File: src/rtl/timer16_regs.svh
// reset values and limits of the cascaded 16-bit timer
`ifndef TIMER16_REGS_SVH
`define TIMER16_REGS_SVH

`define T16_COUNT_RST 16'h0000
`define T16_REG_RST   16'h0000
`define T16_FLOP_RST  1'b0
`define T16_COUNT_MAX 16'hffff
`define T16_BYTE_ONE  9'h001

`endif

File: src/rtl/timer16_pkg.sv
// types shared by the cascaded 16-bit timer
package timer16_pkg;

   // operating modes of the cascaded counter
   typedef enum logic [2:0] {
      MODE_EVENT,
      MODE_PWM,
      MODE_PULSE_GEN,
      MODE_WARM_TO_LOW,
      MODE_WARM_TO_HIGH
   } mode_t;

   // one byte write to a 16-bit register, low or high half
   typedef struct packed {
      logic       wr_low;
      logic       wr_high;
      logic [7:0] data;
   } byte_wr_t;

endpackage

File: src/rtl/cascaded_timer16.sv
// cascaded 16-bit timer: event count, pwm, pulse generator and warm-up modes
`timescale 1ns/100ps
`default_nettype none
`include "timer16_regs.svh"

module cascaded_timer16
   import timer16_pkg::*;
(
   input  wire logic        clk_in,
   input  wire logic        rst_in,
   input  wire mode_t       mode_in,
   input  wire logic        run_bit_in,
   input  wire logic        toggle_initial_value_bit_in,
   input  wire logic        ext_clock_sel_in,
   input  wire logic        prescaled_tick_in,
   input  wire logic        event_input_pin_in,
   input  wire byte_wr_t    period_wr_in,
   input  wire byte_wr_t    duty_wr_in,
   output logic             match_interrupt_out,
   output logic             pwm_output_pin_out,
   output logic             pulse_gen_output_pin_out,
   output logic [15:0]      count_out,
   output logic [15:0]      period_rd_out,
   output logic [15:0]      duty_rd_out
);

   //------------------------------------------------------------
   // state
   //------------------------------------------------------------
   logic        evt_prev_r;
   logic [7:0]  cnt_lo_r,     cnt_lo_nxt;
   logic [7:0]  cnt_hi_r,     cnt_hi_nxt;
   logic [15:0] period_r,     period_nxt;
   logic [15:0] duty_buf_r,   duty_buf_nxt;
   logic [15:0] duty_act_r,   duty_act_nxt;
   logic [15:0] duty_rd_r,    duty_rd_nxt;
   logic        flop_r,       flop_nxt;
   logic        init_prev_r;
   logic        irq_r,        irq_nxt;
   logic        pwm_pin_r,    pwm_pin_nxt;
   logic        ppg_pin_r,    ppg_pin_nxt;

   logic        evt_fall;
   logic        step;
   logic [8:0]  lo_inc;
   logic [7:0]  hi_inc;
   logic [15:0] count;
   logic [15:0] next_cnt;
   logic        clear;
   logic        tog_a;
   logic        tog_b;

   //------------------------------------------------------------
   // count enable and cascaded increment
   //------------------------------------------------------------
   // falling edge of the event pin; each level lasts two cycles at least
   assign evt_fall = evt_prev_r & ~event_input_pin_in;

   always_comb begin
      step = 1'b0;
      if (run_bit_in) begin
         unique case (mode_in)
            MODE_EVENT:                step = evt_fall;
            MODE_PWM, MODE_PULSE_GEN:  step = ext_clock_sel_in ? evt_fall : prescaled_tick_in;
            default:                   step = prescaled_tick_in;
         endcase
      end
   end

   // low byte carry feeds the high byte
   assign count    = {cnt_hi_r, cnt_lo_r};
   assign lo_inc   = {1'b0, cnt_lo_r} + `T16_BYTE_ONE;
   assign hi_inc   = cnt_hi_r + {7'h00, lo_inc[8]};
   assign next_cnt = {hi_inc, lo_inc[7:0]};

   //------------------------------------------------------------
   // match detection per mode
   //------------------------------------------------------------
   always_comb begin
      clear = 1'b0;
      tog_a = 1'b0;
      tog_b = 1'b0;
      if (step) begin
         unique case (mode_in)
            MODE_EVENT: begin
               clear = (next_cnt == period_r);
            end
            MODE_PWM: begin
               if (count == `T16_COUNT_MAX) begin
                  clear = 1'b1;
                  tog_a = 1'b1;
               end else begin
                  tog_a = (next_cnt == duty_act_r);
               end
            end
            MODE_PULSE_GEN: begin
               tog_a = (next_cnt == duty_buf_r);
               clear = (next_cnt == period_r);
               tog_b = clear;
            end
            MODE_WARM_TO_LOW, MODE_WARM_TO_HIGH: begin
               clear = (next_cnt[15:8] == period_r[15:8]);
            end
            default: begin
               clear = 1'b0;
            end
         endcase
      end
   end

   //------------------------------------------------------------
   // next values of counter, registers, flop and pins
   //------------------------------------------------------------
   always_comb begin
      cnt_lo_nxt   = cnt_lo_r;
      cnt_hi_nxt   = cnt_hi_r;
      period_nxt   = period_r;
      duty_buf_nxt = duty_buf_r;
      flop_nxt     = flop_r;
      irq_nxt      = clear;

      // counter advances or clears on a step only
      if (step) begin
         if (clear) begin
            cnt_lo_nxt = 8'(`T16_COUNT_RST);
            cnt_hi_nxt = 8'(`T16_COUNT_RST >> 8);
         end else begin
            cnt_lo_nxt = next_cnt[7:0];
            cnt_hi_nxt = next_cnt[15:8];
         end
      end

      // period writes land at once, no shadow
      if (period_wr_in.wr_low) period_nxt[7:0] = period_wr_in.data;
      if (period_wr_in.wr_high) period_nxt[15:8] = period_wr_in.data;
      if (duty_wr_in.wr_low) duty_buf_nxt[7:0] = duty_wr_in.data;
      if (duty_wr_in.wr_high) duty_buf_nxt[15:8] = duty_wr_in.data;

      // toggle flop: inverts on matches, loads initial bit only while stopped
      if (run_bit_in) begin
         flop_nxt = flop_r ^ tog_a ^ tog_b;
      end else if (toggle_initial_value_bit_in != init_prev_r) begin
         flop_nxt = toggle_initial_value_bit_in;
      end

      // pwm duty: shadowed while running, immediate while stopped
      if (mode_in == MODE_PWM && run_bit_in) begin
         duty_act_nxt = clear ? duty_buf_r : duty_act_r;
      end else begin
         duty_act_nxt = duty_buf_nxt;
      end

      // running pwm reads the active value, else the written value
      duty_rd_nxt = (mode_in == MODE_PWM && run_bit_in) ? duty_act_nxt : duty_buf_nxt;

      pwm_pin_nxt = ~flop_nxt;
      ppg_pin_nxt = ~flop_nxt;
   end

   //------------------------------------------------------------
   // registers
   //------------------------------------------------------------
   always_ff @(posedge clk_in) begin
      if (rst_in) begin
         evt_prev_r  <= 1'b1;
         cnt_lo_r    <= 8'h00;
         cnt_hi_r    <= 8'h00;
         period_r    <= `T16_REG_RST;
         duty_buf_r  <= `T16_REG_RST;
         duty_act_r  <= `T16_REG_RST;
         duty_rd_r   <= `T16_REG_RST;
         flop_r      <= `T16_FLOP_RST;
         init_prev_r <= `T16_FLOP_RST;
         irq_r       <= 1'b0;
         pwm_pin_r   <= ~`T16_FLOP_RST;
         ppg_pin_r   <= ~`T16_FLOP_RST;
      end else begin
         evt_prev_r  <= event_input_pin_in;
         cnt_lo_r    <= cnt_lo_nxt;
         cnt_hi_r    <= cnt_hi_nxt;
         period_r    <= period_nxt;
         duty_buf_r  <= duty_buf_nxt;
         duty_act_r  <= duty_act_nxt;
         duty_rd_r   <= duty_rd_nxt;
         flop_r      <= flop_nxt;
         init_prev_r <= toggle_initial_value_bit_in;
         irq_r       <= irq_nxt;
         pwm_pin_r   <= pwm_pin_nxt;
         ppg_pin_r   <= ppg_pin_nxt;
      end
   end

   // outputs straight from flops
   assign match_interrupt_out      = irq_r;
   assign pwm_output_pin_out       = pwm_pin_r;
   assign pulse_gen_output_pin_out = ppg_pin_r;
   assign count_out                = {cnt_hi_r, cnt_lo_r};
   assign period_rd_out            = period_r;
   assign duty_rd_out              = duty_rd_r;
endmodule
`default_nettype wire

File: config.mk
export PLATFORM = sky130hd
export DESIGN_NAME = cascaded_timer16
export DESIGN_NICKNAME = d
export VERILOG_FILES = /design/src/rtl/timer16_pkg.sv /design/src/rtl/cascaded_timer16.sv
export VERILOG_INCLUDE_DIRS = /design/src /design/src/rtl
export SDC_FILE = /design/constraint.sdc
export NUM_CORES = 1
export LEC_CHECK = 0
export BUFFER_PORTS_ARGS = -buffer_cell sky130_fd_sc_hd__buf_2
export CAP_MARGIN = 20
export CORE_MARGIN = 2
export CORE_UTILIZATION = 46
export CTS_CLUSTER_DIAMETER = 60
export CTS_CLUSTER_SIZE = 30
export DETAILED_ROUTE_END_ITERATION = 12
export HOLD_SLACK_MARGIN = 0.05
export PLACE_DENSITY = 0.72
export SKIP_CTS_REPAIR_TIMING = 1
export SYNTH_ARGS = -nofsm -noshare
export SYNTH_HDL_FRONTEND = slang
export SYNTH_SLANG_ARGS = --single-unit
File: constraint.sdc
create_clock -name clk_in -period 5.1 [get_ports clk_in]
set_clock_uncertainty 0.15 [all_clocks]
set_input_delay 0.51 -clock clk_in [delete_from_list [all_inputs] [get_ports clk_in]]
set_output_delay 0.51 -clock clk_in [all_outputs]
set_load 0.01 [all_outputs]
==> results of run 1 <==
[Yosys cell counts (2+ instances only)]
cell type  instances
or3_1              2
o21a_1             2
a31oi_1            3
nor4_1             9
nor3_1             6
mux2i_1           48
nand4_1            6
buf_4             10
and3b_1            2
a211oi_1          16
o21ai_0            8
nand2_1           28
nand2b_1           2
clkbuf_1          21
nor4_2             3
buf_2              4
xnor3_1            7
xor2_1            18
dfxtp_1           69
nand3_1           17
a21oi_1           15
inv_1              4
nor2b_1           21
nand3_2            2
ha_1               3
xnor2_1           43
nor2_1            44
and2_1             3
[final cells by class]
class | instances | area [um2] | area share (%)
Inverter | 4 | 15.01 | 0.3222
Clock buffer | 9 | 123.9 | 2.658
Multi-Input combinational cell | 335 | 2460 | 52.79
Tap cell | 108 | 135.1 | 2.900
Sequential cell | 69 | 1381 | 29.65
Timing Repair Buffer | 86 | 445.4 | 9.560
Clock inverter | 7 | 98.84 | 2.121
[worst max-delay path by stage]
stage / depth (start not counted) / endpoint / start
6_report: 15 / flip-flop / cnt_lo_r[0]
4_1_cts: 15 / flip-flop / cnt_lo_r[0]
2_1_floorplan: 15 / pulse_gen_output_pin_out / cnt_lo_r[1]
3_5_place_dp: 15 / flip-flop / cnt_lo_r[0]
5_1_grt: 15 / flip-flop / cnt_lo_r[0]
3_3_place_gp: 16 / cnt_lo_r[1] / cnt_lo_r[0]
[layer usage]
| layer | GRT usage, % | share of wire, % | vias up |
|---|---|---|---|
| met5 | 0 | 0 | - |
| met4 | 5.876 | 1.4 | 0 |
| met3 | 5.324 | 5.2 | 11 |
| met2 | 36.50 | 49 | 83 |
| met1 | 27.59 | 44 | 1624 |
| li1 | - | - | 1669 |
[layout by cell type (no fill, tap or decap), drive strengths merged, types with 2 or more instances in the layout]
| cell | n |
|---|---|
| bufinv | 2 |
| xnor2 | 43 |
| ha | 3 |
| a21oi | 15 |
| and3b | 3 |
| nor3 | 6 |
| xnor3 | 7 |
| or3 | 3 |
| o21ai | 9 |
| nand2 | 29 |
| nand3 | 19 |
| o31a | 2 |
| o211ai | 2 |
| xor2 | 18 |
| mux2i | 48 |
| nand2b | 2 |
| nor2b | 21 |
| clkinv | 3 |
| inv | 5 |
| or2 | 2 |
| clkbuf | 9 |
| nand4 | 7 |
| o21a | 2 |
| nor4 | 12 |
| dfxtp | 69 |
| a211oi | 16 |
| a31oi | 3 |
| and2 | 3 |
| buf | 86 |
| nor2 | 46 |
[worst max-delay path: stages, from the launching register on]
cell and delay, ns:
dfxtp_1 0.51, ha_1 0.28, nand3_2 0.19, nor2_2 0.29, nand3_1 0.17, inv_1 0.10, ha_1 0.18, ha_1 0.28
nand2_1 0.10, nor2_1 0.32, xnor3_1 0.28, nand4_1 0.13, a21oi_1 0.08, o211ai_4 0.87, mux2i_1 0.21, o41ai_1 0.33
[kinds of logic after synthesis]
kind of cell               synth area share, %
buffers and inverters                    4.964
AOI/OAI and AO/OA                        9.681
adders and majority gates                1.179
muxes                                    11.91
xor gates and xnor gates                 17.16
and+or+nand+nor                          20.85
DFF                                      34.25
[power by group through the flow]
stage	combinational [mW]	clock [mW]	sequential, mW
final	0.209	0.503	0.605
after global routing	0.229	0.533	0.609
after CTS	0.210	0.512	0.605
after detailed placement	0.209	0	0.618
after global placement	0.204	0	0.617
after floorplan	0.146	0	0.613
==> results.md, run 1 <==
| Parameter | Value | Unit |
|---|---|---|
| Status | completed | - |
| Post-route antenna net violation count | 0 | - |
| Pwr Density | 282.6 | nW/um2 |
| Max transition margin | 25.43 | % |
| Proportion of synthesized chip area in sequential cells | 34.25 | % |
| Pin count of the biggest net entering global routing | 45 | - |
| Slew at the pin closest to its max-slew limit | 1.113 | ns |
| Count of non-filler cells in the finished layout | 618 | - |
| Layout overhead on the synthesized area | 15.54 | % |
| Number of instances in the synthesized netlist | 444 | - |
| Synthesized area per cell | 9.082 | um2 |
| Boundary Pins | 81 | - |
| Number of cell instances on the worst register-to-register path | 15 | - |
| Fin. max-slew vios | 0 | - |
| Std-Cell Core Area | 8593 | um2 |
| Crit. End Element | flip-flop | - |
| DRT iter0 DRCs | 164 | - |
| Die Y-Extent | 97.63 | um |
| Worst Hold Class | in -> reg | - |
| Cell at the root of the clock tree | clkbuf_8 | - |
| Upper clock frequency limit | 217.7 | MHz |
| Fraction of final layout cells with drive strength greater than 1 | 23.14 | % |
| Post-layout instance area | 4659 | um2 |
| Worst hold margin | 0.1992 | ns |
| Share of power burned in combinational logic | 15.8 | % |
| Largest area contributor in the synthesized netlist | dfxtp_1 | - |
| Arrival time of the worst setup path | 4.69 | ns |
| Pre-CTS worst setup slack | 0.5821 | ns |
| Sinks on Clock Net | 69 | - |
| Count of filler cells inserted in the layout | 835 | - |
| Total wire length | 10260 | um |
| Count of final hold-check violations | 0 | - |
| PnR worst setup slack | 0.5072 | ns |
| CTS tree | done | - |
| Setup total negative slack | 0 | ns |
| Highest ir drop seen on vdd | 0.0001837 | V |
| Fraction of power consumed by the clock network | 38.2 | % |
| Total number of nets in the final design | 538 | - |
| Initial Util | 46.93 | % |
| Post-route clock period utilization | 90.06 | % |
| Count of antenna diodes in the layout | 0 | - |
| Area post-placement | 4437 | um2 |
| Syn_nets | 477 | - |
| Utilization after layout | 54.22 | % |
| Hold path start | event_input_pin_in | - |
| Setup violators final | 0 | - |
| Worst reg2reg setup slack | 0.51 | ns |
| Hpwl dp | 7683 | um |
| Detailed-router iteration count before antenna repair | 4 | - |
| Max Cap Violations | 0 | - |
| Switching share of power | 28.11 | % |
| P_leak | 2.062 | nW |
| Total number of placement rows | 34 | - |
| Horizontal die dimension | 97.63 | um |
| Post-CTS clock slew at the launch and capture registers of the worst setup and hold paths | 0.08 | ns |
| Buffer depth of the longest clock path | 2 | - |
| Global-route total usage across every layer | 21.63 | % |
| Power, Total | 1.317 | mW |
| Register bit total from synthesis | 69 | - |
| Worst hold stages | 2 | - |
| Switching power total | 0.3702 | mW |
| Min Clock Period, post-route | 4.593 | ns |
| Sum of overflow across all layers after global routing | 0 | - |
| DRC viols | 0 | - |
| Total placed cells including tap cells | 602 | - |
| Total die area | 9532 | um2 |
| Beginning of the worst register-to-register path | cnt_lo_r[0] | - |
| Highest net fanout along the worst path | 29 | - |
| Post-synthesis async set-or-reset flop share | 0 | % |
| Max H-tree Level | 3 | - |
| Part of the total power dissipated in sequential elements | 46.0 | % |
| Netlist Area Pre-Place | 4033 | um2 |
| Internal portion of total power | 0.9468 | mW |
| Synth top area share | 34.25 | % |
| Skew-Pair Late Insertion Delay | 0.36 | ns |
| Wire length of the first global-routing pass | 16350 | um |
| Routability congestion estimate | 0.9341 | - |
| Average detailed-routed wire length per instance | 16.61 | um |
| WP data required | 5.20 | ns |
| RSZ-0062 raised after global routing | false | - |
| Cell variety after synth | 56 | - |
| Critical Path Start Type | flip-flop | - |
| Inserted Clock Buffers | 9 | - |
| Worst Hold Path EP | evt_prev_r | - |
| Flip-flop cell with the highest count after synthesis | dfxtp_1 | - |
| Via count | 3387 | - |
| Buffers on Ports | 80 | - |
| Cell types occupying the most area after synthesis | dfxtp_1, mux2i_1, xnor2_1, nor2_1, xnor3_1 | - |
| Detail-routed via count per cell | 5.481 | - |
| Number of global-route vias before repair | 3189 | - |
| Number of antenna violations at the first check in global routing | 0 | - |
| Number of synthesized flops with an enable pin | 0 | - |
| Crit path kind | reg -> reg | - |
| Warnings from Yosys | 0 | - |
No activity file was read; power rests on OpenSTA's default activity.
==> run 2, diff against run 1 <==
--- a/config.mk
+++ b/config.mk
@@ -14,7 +14,7 @@
 export CTS_CLUSTER_SIZE = 30
 export DETAILED_ROUTE_END_ITERATION = 12
 export HOLD_SLACK_MARGIN = 0.05
-export PLACE_DENSITY = 0.72
+export PLACE_DENSITY = 0.74
 export SKIP_CTS_REPAIR_TIMING = 1
 export SYNTH_ARGS = -nofsm -noshare
 export SYNTH_HDL_FRONTEND = slang
==> constraint.sdc (replaced) <==
create_clock -name clk_in -period 4.06 [get_ports clk_in]
set_clock_uncertainty 0.15 [all_clocks]
set_input_delay 0.406 -clock clk_in [delete_from_list [all_inputs] [get_ports clk_in]]
set_output_delay 0.406 -clock clk_in [all_outputs]
set_load 0.01 [all_outputs]
==> results.md, run 2 (same netlist as run 1, synthesis figures left out) <==
| Parameter | Value | Unit |
|---|---|---|
| Detail-routed via count per cell | 5.624 | - |
| Critical Path Start Type | flip-flop | - |
| Pin count of the biggest net entering global routing | 43 | - |
| Boundary Pins | 81 | - |
| Origin of the worst setup path | cnt_lo_r[1] | - |
| Highest cell delay on the worst timing path | 0.51 | ns |
| Max transition margin | 49.63 | % |
| Number of antenna violations at the first check in global routing | 0 | - |
| RSZ-0062 raised after global routing | true | - |
| Buffers on Ports | 80 | - |
| Sinks on Clock Net | 69 | - |
| Most frequent cells in the layout | buf_2, dfxtp_1, mux2i_1 | - |
| Critical path buffers and inverters | 1 | - |
| Arrival time of the worst setup path | 3.95 | ns |
| Hpwl dp | 7768 | um |
| Cell at the slowest stage of the critical path | or4_4 | - |
| PnR worst setup slack | 0.1981 | ns |
| Post-CTS clock slew at the launch and capture registers of the worst setup and hold paths | 0.08 | ns |
| Upper clock frequency limit | 258.9 | MHz |
| Reg area | 1381 | um2 |
| Count of non-filler cells in the finished layout | 627 | - |
| Multi-input combinational cell area | 2469 | um2 |
| Sum of overflow across all layers after global routing | 0 | - |
| WP data required | 4.15 | ns |
| DRC viols | 0 | - |
| Utilization after layout | 55.26 | % |
| Fin. max-slew vios | 0 | - |
| Status | completed | - |
| Initial Util | 46.93 | % |
| Routability congestion estimate | 0.9186 | - |
| Skew-Pair Late Insertion Delay | 0.36 | ns |
| Min Clock Period, post-route | 3.862 | ns |
| Hold path start | event_input_pin_in | - |
| Highest net fanout along the worst path | 5 | - |
| Std-Cell Core Area | 8593 | um2 |
| Post-route antenna net violation count | 0 | - |
| Family with the most delay on the worst path | simple AND/OR/NAND/NOR gates | - |
| CTS tree | done | - |
| Cell-by-cell trace of the critical path | ha_1 > nand3_2 > nor2_2 > nand3_1 > inv_1 > ha_1 > ha_2 > xnor2_1 > nand4_1 > nor4_1 > nand3_1 > nor4_2 > nor4_1 > or4_4 > a311o_1 | - |
| Layout overhead on the synthesized area | 17.75 | % |
| Count of final hold-check violations | 0 | - |
| Total number of nets in the final design | 547 | - |
| Setup violators final | 0 | - |
| Crit. End Element | flip-flop | - |
| Highest ir drop seen on vdd | 0.0001891 | V |
| Max H-tree Level | 3 | - |
| Die Y-Extent | 97.63 | um |
| Max Cap Violations | 0 | - |
| Total number of placement rows | 34 | - |
| Number of global-route vias before repair | 3451 | - |
| Beginning of the worst register-to-register path | cnt_lo_r[1] | - |
| Inserted Clock Buffers | 9 | - |
| P_leak | 2.104 | nW |
| Count of antenna diodes in the layout | 0 | - |
| Pre-CTS worst setup slack | 0.2243 | ns |
| Total die area | 9532 | um2 |
| Cell at the root of the clock tree | clkbuf_8 | - |
| Pwr Density | 346.8 | nW/um2 |
| Buffer depth of the longest clock path | 2 | - |
| Worst Hold Class | in -> reg | - |
| Worst reg2reg setup slack | 0.20 | ns |
| Setup total negative slack | 0 | ns |
| Count of filler cells inserted in the layout | 806 | - |
| Post-route clock period utilization | 95.12 | % |
| Wire length of the first global-routing pass | 17140 | um |
| Fraction of final layout cells with drive strength greater than 1 | 24.66 | % |
| Horizontal die dimension | 97.63 | um |
| Global-route total usage across every layer | 22.29 | % |
| DRT iter0 DRCs | 244 | - |
| Total placed cells including tap cells | 610 | - |
| Detailed-router iteration count before antenna repair | 4 | - |
| Total wire length | 10400 | um |
| Crit path kind | reg -> reg | - |
| Power, Total | 1.647 | mW |
| Slew at the pin closest to its max-slew limit | 0.7555 | ns |
| Via count | 3526 | - |
| Average detailed-routed wire length per instance | 16.58 | um |
| Most common library cell in the layout ignoring fill and taps | buf_2 | - |
run 2: routing by layer:
layer | part of all wire (%) | up-vias | GRT usage [%]
met2 | 48 | 118 | 37.14
met5 | 0 | - | 0
met3 | 5.3 | 16 | 4.388
met4 | 2.0 | 0 | 9.081
met1 | 44 | 1705 | 28.26
li1 | - | 1687 | -
run 2: worst reg2reg max path, stage by stage, from the launching register on:
cell and delay [ns]:
dfxtp_1 0.40, ha_1 0.25, nand3_2 0.11, nor2_2 0.14, nand3_1 0.13, inv_1 0.08, ha_1 0.18, ha_2 0.33
xnor2_1 0.15, nand4_1 0.13, nor4_1 0.35, nand3_1 0.15, nor4_2 0.23, nor4_1 0.13, or4_4 0.51, a311o_1 0.33
run 2: area by class of cell:
type	instances	area share [%]
Clock buffer	10	2.688
Inverter	4	0.3162
Sequential cell	69	29.09
Clock inverter	6	1.845
Multi-Input combinational cell	335	51.99
Timing Repair Buffer	95	11.23
Tap cell	108	2.846
run 2: final timing paths:
path / endpoint / depth (start not counted)
max: pulse_gen_output_pin_out / 15
min: evt_prev_r / 2
max reg2reg: pulse_gen_output_pin_out / 15
min reg2reg: cnt_hi_r[0] / 2
run 2: metrics by stage:
| stage | hold slack [ns] | area (um2) |
|---|---|---|
| floorplan | 0.3546 | 4033 |
| global placement | 0.3302 | 4497 |
| detailed placement | 0.3452 | 4497 |
| finish | 0.1011 | 4748 |
| global route | 0.1071 | 4748 |
| CTS | 0.09950 | 4712 |
run 2: power by group:
part           switching (mW)  internal, mW
clock                   0.275         0.345
combinational           0.141         0.131
sequential             0.0406         0.714
total                   0.457          1.19
